--- config.mk ---
export PLATFORM = sky130hd
export DESIGN_NAME = apsf_top
export DESIGN_NICKNAME = d
export VERILOG_FILES = /design/src/hw/apsf_pkg.sv /design/src/hw/apsf_settle_timer.sv /design/src/hw/apsf_top.sv
export VERILOG_INCLUDE_DIRS = /design/src /design/src/hw
export SDC_FILE = /design/constraint.sdc
export NUM_CORES = 1
export LEC_CHECK = 0
export ABC_CLOCK_PERIOD_IN_PS = 5500
export BUFFER_PORTS_ARGS = -buffer_cell sky130_fd_sc_hd__buf_2
export CORE_MARGIN = 3
export CORE_UTILIZATION = 56
export DETAILED_ROUTE_END_ITERATION = 10
export GPL_TIMING_DRIVEN = 0
export PLACE_DENSITY = 0.83
export SYNTH_ARGS = -nofsm -noshare
export SYNTH_HDL_FRONTEND = slang
export SYNTH_SLANG_ARGS = --single-unit
--- constraint.sdc ---
create_clock -name i_clock -period 5.5 [get_ports i_clock]
set_clock_uncertainty 0.2 [all_clocks]
set_input_delay 1.65 -clock i_clock [delete_from_list [all_inputs] [get_ports i_clock]]
set_output_delay 1.65 -clock i_clock [all_outputs]
set_load 0.03 [all_outputs]
--- src/hw/apsf_regs.svh ---
// Contract
// - Mode field picks standby, wake, instant, full.
// - Bit 7 set selects fast host bus.
// - Bit 5 picks low or high wake threshold.
// - Settling is 462.5 ms or four output periods.
// - Bit 3 set bypasses the low-pass filter.
// - Bit 2 set bypasses the high-pass filter.
// - Start bit starts check; finished flag reads back.
// - Writing key 0x52 resets the whole device.
// - Port read pops one word, high byte first.
// - Two byte reads carry each popped word.
// - Continued port reads pop every third read.
// - Bursts at the port keep the pointer fixed.
// - Port reached by increment returns zero, no pop.
`ifndef APSF_REGS_SVH
`define APSF_REGS_SVH

`define APSF_POWER_CONTROL_ADDR  8'h3F
`define APSF_SELF_TEST_ADDR      8'h40
`define APSF_SOFT_RESET_ADDR     8'h41
`define APSF_FIFO_PORT_ADDR      8'h42

`define APSF_POWER_CONTROL_RESET 8'h00
`define APSF_POWER_CONTROL_MASK  8'hBF
`define APSF_PWR_HOST_FAST_BIT   7
`define APSF_PWR_WAKE_THR_BIT    5
`define APSF_PWR_SETTLE_SEL_BIT  4
`define APSF_PWR_LP_BYPASS_BIT   3
`define APSF_PWR_HP_BYPASS_BIT   2
`define APSF_PWR_MODE_MSB        1
`define APSF_PWR_MODE_LSB        0
`define APSF_ST_START_BIT        0
`define APSF_CHECK_FINISHED_FLAG_BIT         1

`define APSF_SOFT_RESET_KEY      8'h52

`define APSF_CLOCK_PERIOD_NS     10
`define APSF_SETTLE_LONG_US      462500
`define APSF_SETTLE_LONG_CYCLES  ((`APSF_SETTLE_LONG_US * 1000) / `APSF_CLOCK_PERIOD_NS)
`define APSF_SETTLE_ODR_PERIODS  4
`define APSF_FIFO_PHASES         3

`endif

--- src/hw/apsf_pkg.sv ---
package apsf_pkg;

    typedef enum logic [1:0] {
        APSF_MODE_STANDBY,
        APSF_MODE_WAKE,
        APSF_MODE_INSTANT,
        APSF_MODE_FULL
    } apsf_mode_e;

    typedef enum logic [1:0] {
        APSF_SETTLE_OFF,
        APSF_SETTLE_RUN,
        APSF_SETTLE_DONE
    } apsf_settle_e;

    typedef logic [25:0] apsf_settle_cnt_t;

endpackage

--- src/hw/apsf_settle_timer.sv ---
`timescale 1ns/100ps
`default_nettype none
`include "apsf_regs.svh"

module apsf_settle_timer #(
    parameter int unsigned LONG_CYCLES = `APSF_SETTLE_LONG_CYCLES
) (
    input  wire logic i_clock,
    input  wire logic i_rst,
    input  wire logic i_enable,
    input  wire logic i_start,
    input  wire logic i_short_select,
    input  wire logic i_odr_tick,
    output logic      o_settled
);

    apsf_pkg::apsf_settle_e     state_q;
    apsf_pkg::apsf_settle_cnt_t cnt_q;
    logic                       short_q;
    logic                       expire;

    // The short period counts output data ticks, so it tracks whatever rate is configured.
    assign expire = short_q
        ? (i_odr_tick && cnt_q == apsf_pkg::apsf_settle_cnt_t'(`APSF_SETTLE_ODR_PERIODS - 1))
        : (cnt_q == apsf_pkg::apsf_settle_cnt_t'(LONG_CYCLES - 1));

    always_ff @(posedge i_clock) begin
        if (i_rst || !i_enable) begin
            state_q <= apsf_pkg::APSF_SETTLE_OFF;
            cnt_q   <= '0;
            short_q <= 1'b0;
        end else if (i_start) begin
            state_q <= apsf_pkg::APSF_SETTLE_RUN;
            cnt_q   <= '0;
            short_q <= i_short_select;
        end else begin
            case (state_q)
                apsf_pkg::APSF_SETTLE_RUN: begin
                    if (expire) begin
                        state_q <= apsf_pkg::APSF_SETTLE_DONE;
                    end else if (!short_q || i_odr_tick) begin
                        cnt_q <= cnt_q + apsf_pkg::apsf_settle_cnt_t'(1);
                    end
                end
                apsf_pkg::APSF_SETTLE_DONE: begin
                    state_q <= apsf_pkg::APSF_SETTLE_DONE;
                end
                default: begin
                    state_q <= apsf_pkg::APSF_SETTLE_OFF;
                end
            endcase
        end
    end

    assign o_settled = (state_q == apsf_pkg::APSF_SETTLE_DONE);

endmodule // apsf_settle_timer
`default_nettype wire

--- src/hw/apsf_top.sv ---
`timescale 1ns/100ps
`default_nettype none
`include "apsf_regs.svh"

module apsf_top #(
    parameter int unsigned SETTLE_LONG_CYCLES = `APSF_SETTLE_LONG_CYCLES
) (
    input  wire logic        i_clock,
    input  wire logic        i_rst,
    input  wire logic        i_xfer_start,
    input  wire logic [7:0]  i_xfer_addr,
    input  wire logic        i_rd_strobe,
    input  wire logic        i_wr_strobe,
    input  wire logic [7:0]  i_wr_data,
    output logic      [7:0]  o_rd_data,
    output logic             o_rd_valid,
    output logic      [7:0]  o_addr_ptr,
    input  wire logic [15:0] i_fifo_word,
    output logic             o_fifo_pop,
    input  wire logic        i_check_complete,
    input  wire logic        i_odr_tick,
    output logic      [3:0]  o_mode_onehot,
    output logic             o_host_bus_fast,
    output logic             o_wake_threshold_high,
    output logic             o_lowpass_bypass,
    output logic             o_highpass_bypass,
    output logic             o_filter_settled,
    output logic             o_check_start,
    output logic             o_check_finished_flag,
    output logic             o_soft_reset
);

    logic                   soft_q;
    logic                   srst;
    logic [7:0]             power_q;
    logic                   check_start_q;
    logic                   check_done_q;
    logic [7:0]             ptr_q;
    logic                   ptr_direct_q;
    logic [1:0]             phase_q;
    logic [7:0]             word_lo_q;
    logic [7:0]             rd_data_q;
    logic                   rd_valid_q;
    logic [7:0]             rd_byte;
    logic                   fifo_direct;
    logic                   power_wr;
    logic                   self_test_wr;
    logic                   settle_enable;
    apsf_pkg::apsf_mode_e   mode;
    apsf_pkg::apsf_mode_e   next_mode;

    function automatic logic at_addr(input logic [7:0] ptr, input logic [7:0] addr);
        at_addr = (ptr == addr);
    endfunction

    // The key pulse resets every register below for one cycle; it is recomputed each cycle and falls once the key write ends.
    always_ff @(posedge i_clock) begin
        if (i_rst) begin
            soft_q <= 1'b0;
        end else begin
            soft_q <= i_wr_strobe && at_addr(ptr_q, `APSF_SOFT_RESET_ADDR)
                && (i_wr_data == `APSF_SOFT_RESET_KEY);
        end
    end

    assign srst         = i_rst || soft_q;
    assign o_soft_reset = soft_q;

    assign fifo_direct  = at_addr(ptr_q, `APSF_FIFO_PORT_ADDR) && ptr_direct_q;
    assign power_wr     = i_wr_strobe && at_addr(ptr_q, `APSF_POWER_CONTROL_ADDR);
    assign self_test_wr = i_wr_strobe && at_addr(ptr_q, `APSF_SELF_TEST_ADDR);

    // A pointer aimed at the port stays put; an incremented arrival walks past it.
    always_ff @(posedge i_clock) begin
        if (srst) begin
            ptr_q        <= 8'h00;
            ptr_direct_q <= 1'b0;
        end else if (i_xfer_start) begin
            ptr_q        <= i_xfer_addr;
            ptr_direct_q <= 1'b1;
        end else if ((i_rd_strobe || i_wr_strobe) && !fifo_direct) begin
            ptr_q        <= ptr_q + 8'h01;
            ptr_direct_q <= 1'b0;
        end
    end

    assign o_addr_ptr = ptr_q;

    always_ff @(posedge i_clock) begin
        if (srst) begin
            power_q <= `APSF_POWER_CONTROL_RESET;
        end else if (power_wr) begin
            power_q <= i_wr_data & `APSF_POWER_CONTROL_MASK;
        end
    end

    assign mode      = apsf_pkg::apsf_mode_e'(power_q[`APSF_PWR_MODE_MSB:`APSF_PWR_MODE_LSB]);
    assign next_mode = apsf_pkg::apsf_mode_e'(i_wr_data[`APSF_PWR_MODE_MSB:`APSF_PWR_MODE_LSB]);

    genvar g;
    generate
        for (g = 0; g < 4; g = g + 1) begin : g_mode
            assign o_mode_onehot[g] = (mode == apsf_pkg::apsf_mode_e'(2'(g)));
        end
    endgenerate

    assign o_host_bus_fast       = power_q[`APSF_PWR_HOST_FAST_BIT];
    assign o_wake_threshold_high = power_q[`APSF_PWR_WAKE_THR_BIT];
    assign o_lowpass_bypass      = power_q[`APSF_PWR_LP_BYPASS_BIT];
    assign o_highpass_bypass     = power_q[`APSF_PWR_HP_BYPASS_BIT];

    // A write into standby stops the timer on its own edge, so settled never shows in standby.
    assign settle_enable = power_wr ? (next_mode != apsf_pkg::APSF_MODE_STANDBY)
                                    : (mode != apsf_pkg::APSF_MODE_STANDBY);

    // Every power write into a measuring mode restarts settling, since filters may have changed.
    apsf_settle_timer #(
        .LONG_CYCLES (SETTLE_LONG_CYCLES)
    ) u_settle (
        .i_clock        (i_clock),
        .i_rst          (srst),
        .i_enable       (settle_enable),
        .i_start        (power_wr && next_mode != apsf_pkg::APSF_MODE_STANDBY),
        .i_short_select (i_wr_data[`APSF_PWR_SETTLE_SEL_BIT]),
        .i_odr_tick     (i_odr_tick),
        .o_settled      (o_filter_settled)
    );

    always_ff @(posedge i_clock) begin
        if (srst) begin
            check_start_q <= 1'b0;
        end else if (self_test_wr) begin
            check_start_q <= i_wr_data[`APSF_ST_START_BIT];
        end
    end

    // A completion in the same cycle as a write still lands in the flag.
    always_ff @(posedge i_clock) begin
        if (srst) begin
            check_done_q <= 1'b0;
        end else if (i_check_complete && check_start_q) begin
            check_done_q <= 1'b1;
        end else if (self_test_wr) begin
            check_done_q <= 1'b0;
        end
    end

    assign o_check_start         = check_start_q;
    assign o_check_finished_flag = check_done_q;

    // Phase 0 pops and sends the high byte, phase 1 the low byte, phase 2 a zero filler.
    always_ff @(posedge i_clock) begin
        if (srst || i_xfer_start) begin
            phase_q <= 2'h0;
        end else if (i_rd_strobe && fifo_direct) begin
            if (phase_q == 2'(`APSF_FIFO_PHASES - 1)) begin
                phase_q <= 2'h0;
            end else begin
                phase_q <= phase_q + 2'h1;
            end
        end
    end

    assign o_fifo_pop = i_rd_strobe && fifo_direct && (phase_q == 2'h0);

    always_ff @(posedge i_clock) begin
        if (srst) begin
            word_lo_q <= 8'h00;
        end else if (o_fifo_pop) begin
            word_lo_q <= i_fifo_word[7:0];
        end
    end

    always_comb begin
        rd_byte = 8'h00;
        case (ptr_q)
            `APSF_POWER_CONTROL_ADDR: begin
                rd_byte = power_q & `APSF_POWER_CONTROL_MASK;
            end
            `APSF_SELF_TEST_ADDR: begin
                rd_byte = {6'h00, check_done_q, check_start_q};
            end
            `APSF_FIFO_PORT_ADDR: begin
                if (fifo_direct && phase_q == 2'h0) begin
                    rd_byte = i_fifo_word[15:8];
                end else if (fifo_direct && phase_q == 2'h1) begin
                    rd_byte = word_lo_q;
                end else begin
                    rd_byte = 8'h00;
                end
            end
            default: begin
                rd_byte = 8'h00;
            end
        endcase
    end

    always_ff @(posedge i_clock) begin
        if (srst) begin
            rd_data_q  <= 8'h00;
            rd_valid_q <= 1'b0;
        end else begin
            rd_valid_q <= i_rd_strobe;
            if (i_rd_strobe) begin
                rd_data_q <= rd_byte;
            end
        end
    end

    assign o_rd_data  = rd_data_q;
    assign o_rd_valid = rd_valid_q;

endmodule // apsf_top
`default_nettype wire

# After elaboration in Yosys (flattened, before gate mapping)
# Index checks and enable logic that the tools add are counted.
# op_classes
n_eq_ne,16
bitwise_logic,1
reduce_logical,29
n_addsub,3
mux,15
# op_table
op,count
== test 8 x 7 -> 1 bit (second input constant),4
2-to-1 mux 8 bit,4
adder 26 x 1 -> 26 bit (second input constant),1
== test 26 x 2 -> 1 bit (second input constant),1
== test 26 bit (second input constant),1
case mux 8 bit (3 select lines),1
logical AND 1 bit,13
adder 8 x 1 -> 8 bit (second input constant),1
== test 2 bit (second input constant),4
== test 8 x 6 -> 1 bit (second input constant),1
nonzero test 2 bit,4
2-to-1 mux 1 bit,7
== test 2 x 1 -> 1 bit (second input constant),3
logical OR 1 bit,5
logical NOT 2 bit,2
2-to-1 mux 2 bit,2
case mux 2 bit (2 select lines),1
logical NOT 1 bit,3
!= test 3 x 1 -> 1 bit (second input constant),1
AND reduction 3 bit,1
adder 2 x 1 -> 2 bit (second input constant),1
!= test 2 x 1 -> 1 bit (second input constant),1
OR reduction 2 bit,1
inverter 1 bit,1
# totals
input_bits,39
elab_cells,78
output_inout_bits,30
reg_bits,67

# Depth between registers and ports, before layout
# depth
word_depth,6
mapped_depth,8
mapped_depth_nobuf,7

# Cells and area by module
# From an unflattened synthesis, not the netlist that was laid out.
# hier_totals
cells_unflattened,404
hier_area_um2,3427.0
# modules_own_cells
mod,area_per_inst_um2,cells_per_inst,instances,seq_area_each_um2
apsf_top,1845.5,205,1,760.7
apsf_settle_timer,1581.5,199,1,580.6

# Least setup slack after synthesis
# No wires, ideal clock.
# synth_timing
kind,input-to-output
from,in i_rd_strobe
to,out o_fifo_pop
path_stages,3
required_time_ps,3650
path_buffers,1
setup_slack_ps,1305
t_arrival_ps,2345
cell_sequence,clkbuf_1 > nand2_1 > inv_1
# synth_via
elab_chain_cells,2
# synth_lines
item,line,text
start: declaration,apsf_top.sv:12,"input wire logic i_rd_strobe,"
logical AND 1 bit (2 in series),apsf_top.sv:164,assign o_fifo_pop = i_rd_strobe && fifo_direct && (phase_q == 2'h0);
end: declaration,apsf_top.sv:19,"output logic o_fifo_pop,"
# Every way passes these cells.

# Final worst setup path
# Same ends and word-level chain as after synthesis.

==> results.md <==
Power and ir drop:
- The static leakage is 1.51 nW.
- The analysis attributes to net switching a power of 243 µW.
- For this design the ratio of total power to cell area is ~270 nW/µm².
- The internal power component is 796 µW.
- The net switching share of the total power is 0.234.
- VDD sags by at most 0.149 mV.
- The sequential share of power is 0.479.
- The design draws 1.04 mW.
- Of the total power, the clock network draws 0.455.
- Of the total power, combinational logic draws 0.066.

Global route:
- The initial antenna violation count is 0.
- The overall track demand over capacity in global routing is 0.266.
- The via count of the first global-routing pass is 3034.
- Entering global routing, the biggest net connects 12 pins.
- The first global-routing pass estimated 13800 µm of wire.
- The total overflow left after global routing is 0.

Route:
- Detailed routing inserted a total of 3193 vias.
- The per-cell routed wire length is 15.6 µm.
- The first-pass iteration count of the detailed router is 5.
- Once detail routing completed, the nets flagged for antenna violations numbered 0.
- The first-iteration detailed-routing DRC count is 253.
- The number of design rule violations left after detail routing is 0.
- The detailed-route wire length is 8380 µm.
- Using the TritonRoute via totals, the vias-per-cell ratio works out to about 5.9.

Timing:
- The count of final max-slew check failures is 0.
- In this run the tightest slew margin relative to its limit is 0.314.
- Dividing the final minimum period by the clock period gives 0.831.
- The clock period minus final worst setup slack is 4.57 ns.
- The setup violation total in the final timing report is 0.
- The final hold violation count is 0.
- For the pin with the worst max-slew slack, the measured transition is 1.03 ns.
- The maximum achievable frequency is 0.219 GHz.
- After routing, the total negative slack on setup checks comes to 0 ns.
- Setup repair after global routing left no endpoint under its margin.
- The slack of the critical path is 0.930 ns.
- Hold is met by 0.256 ns.

Setup path:
- In this run the worst path has a maximum fanout of 10.
- The category of the worst setup path capture point is an output pin.
- The critical path required time is 3.65 ns.
- The internal reg-to-reg setup slack is 2.81 ns.
- The arrival time at the worst endpoint is 2.72 ns.
- By startpoint and endpoint, the worst setup path is classified as input port to output pin.
- STA classifies the critical path startpoint as an input port.

Synthesis:
- The number of synthesized flops with an enable pin is 0.
- The yosys synthesis warning count is 0.
- The synthesized netlist net count is 428.
- After technology mapping, the gate count stands at 382.
- The count of different cell masters after synthesis is 50.
- Yosys instantiated no cell more often than sky130_fd_sc_hd__dfxtp_1.
- The per-instance average area after synthesis is 8.50 µm².
- Sorting the synthesized cells by area gives the leading types as sky130_fd_sc_hd__dfxtp_1 41%, sky130_fd_sc_hd__nand2_1 5.5%, sky130_fd_sc_hd__nand3_1 4.9%.
- The commonest register cell after synthesis is sky130_fd_sc_hd__dfxtp_1.
- For this run, the register share of the synthesized area comes to 0.413.
- Of all flip-flops after synthesis, the portion carrying an async set or reset was 0.
- The cell taking the most area after synthesis is sky130_fd_sc_hd__dfxtp_1.
- The mapped cell area is ~3200 µm².
- Sorting the synthesized cells by how often they occur yields 67 x sky130_fd_sc_hd__dfxtp_1, 48 x sky130_fd_sc_hd__nand2_1, 32 x sky130_fd_sc_hd__nand3_1, 32 x sky130_fd_sc_hd__nor2_1, 21 x sky130_fd_sc_hd__a21oi_1.
- The area fraction of the dominant cell type after synthesis is 0.413.
- The flip-flop and latch count after synthesis is 67.

CTS:
- Clock latency on the worst-skew pair, taken at its later pin, is 0.35 ns.
- The number of clock sinks seen by CTS is 67.
- The hold buffer count at cts is 0.
- The tree is rooted in a sky130_fd_sc_hd__clkbuf_8.
- The CTS H-tree depth is 3.
- TritonCTS built the clock tree.
- The clock transition at the registers of the reported paths is 0.07 ns.
- The longest clock path from root to sink contains 2 buffers.
- The post-cts resize count is 0.
- Counting the buffers created by CTS gives 9.
- The number of setup buffers added after CTS is 0.

Floorplanning:
- The effective utilization at floorplan is 0.583.
- The die is roughly 82 µm wide.
- The die covers between 6000 and 7000 µm².
- The die is 82.2 µm tall.
- The top-level port count is 69.
- The floorplan has 27 rows.
- The core footprint is between 5000 and 6000 µm².

Cells and area:
- The filler cells instantiated in the layout total 462.
- The final core utilization is 0.701.
- The total area of multi-input combinational cells is 1800 µm².
- Of the cells placed in the final design, the portion with a size suffix greater than 1 is 0.204.
- The total inserted antenna cells is 0.
- The flip-flop and latch area is between 1000 and 1500 µm².
- The final layout contains slightly above 500 nets.
- The finished cells cover 3910 µm².
- The post-layout instance count excluding filler cells is 538.
- Relative to the synthesized area, the layout overhead comes to 20.3%.

Placed design:
- The routability congestion estimate from global placement is 0.887.
- After detailed placement, the total cell area comes to 3680 µm².
- Summed over all nets, the half-perimeter wirelength after detailed placement is about 6000 µm.
- The number of cells after detailed placement is around 520.
- OpenSTA, run right after detailed placement, puts the worst setup slack at roughly 0.92 ns.
- In this run the tool buffered the top-level ports with 68 buffer cells.

Outcome:
- The run finished with clean final reports.

Min path:
- The classification of the worst-slack hold path is register to register.

Flow run:
- The tool flagged a number of max-cap violations equal to 0.
==> cell type report <==
class / count / share of cell area
Multi-Input combinational cell: 288 / 0.461
Sequential cell: 67 / 0.343
Timing Repair Buffer: 68 / 0.0871
Clock buffer: 12 / 0.0397
Tap cell: 72 / 0.0231
Clock inverter: 4 / 0.0186
Buffer: 15 / 0.0154
Inverter: 12 / 0.0115
==> per-layer routing <==
layer	vias up	global-route usage	wire [µm]
met5	-	0	0
met4	0	0.126	138
met3	14	0.0597	659
met2	136	0.455	4210
met1	1498	0.314	3370
li1	1545	-	-
==> cells in the final DEF (no fill, tap or decap), drive strengths merged, types with 4 or more instances in the layout <==
cell and instances:
nand4 12, nor2 32, nor2b 5, a221oi 7, inv 12, clkbuf 23
o21ai 13, nand3 32, and2 5, nor4 9, and3 5, nor3 8
or3 4, a222oi 7, nand2 48, buf 72, a21oi 21, dfxtp 67
a31oi 4, nand2b 6, ha 7, xor2 17, mux2i 11, xnor2 6
==> kinds of logic after synthesis <==
family                   Yosys count  share of synthesized area
adder cells (fa/ha/maj)            7                     0.0270
buffers and inverters             27                     0.0324
flip-flops                        67                      0.413
AND/OR/NAND/NOR                  182                      0.295
multiplexers                      11                     0.0339
AO/OA/AOI/OAI                     65                      0.136
XOR/XNOR                          23                     0.0620
==> worst max-delay path: stages <==
cell                       delay (ns)
sky130_fd_sc_hd__buf_2           0.14
sky130_fd_sc_hd__clkbuf_1        0.35
sky130_fd_sc_hd__nand2_1         0.28
sky130_fd_sc_hd__inv_1           0.10
sky130_fd_sc_hd__buf_2           0.19
==> final timing paths <==
check	start	to	depth (start not counted)
hold reg to reg	word_lo_q[0]	word_lo_q[0]	2
setup / recovery	i_rd_strobe	o_fifo_pop	5
hold / removal	word_lo_q[0]	word_lo_q[0]	2
setup reg to reg	o_addr_ptr[1]	u_settle.short_q	7
==> sequential cells by signal, summed over array words and instances (netlist names), 2 cells and up <==
register	count
power_q	7
o_addr_ptr	8
o_rd_data	8
phase_q	2
word_lo_q	8
u_settle.cnt_q	26
u_settle.state_q	2
==> power by group through the flow <==
stage | sequential, mW | clock (mW) | combinational, mW
3_5_place_dp | 0.509 | 0 | 0.0682
6_report | 0.498 | 0.472 | 0.0686
2_1_floorplan | 0.517 | 0 | 0.0283
5_1_grt | 0.499 | 0.500 | 0.0755
3_3_place_gp | 0.508 | 0 | 0.0666
4_1_cts | 0.498 | 0.476 | 0.0687
No activity file was read; power rests on OpenSTA's default activity.
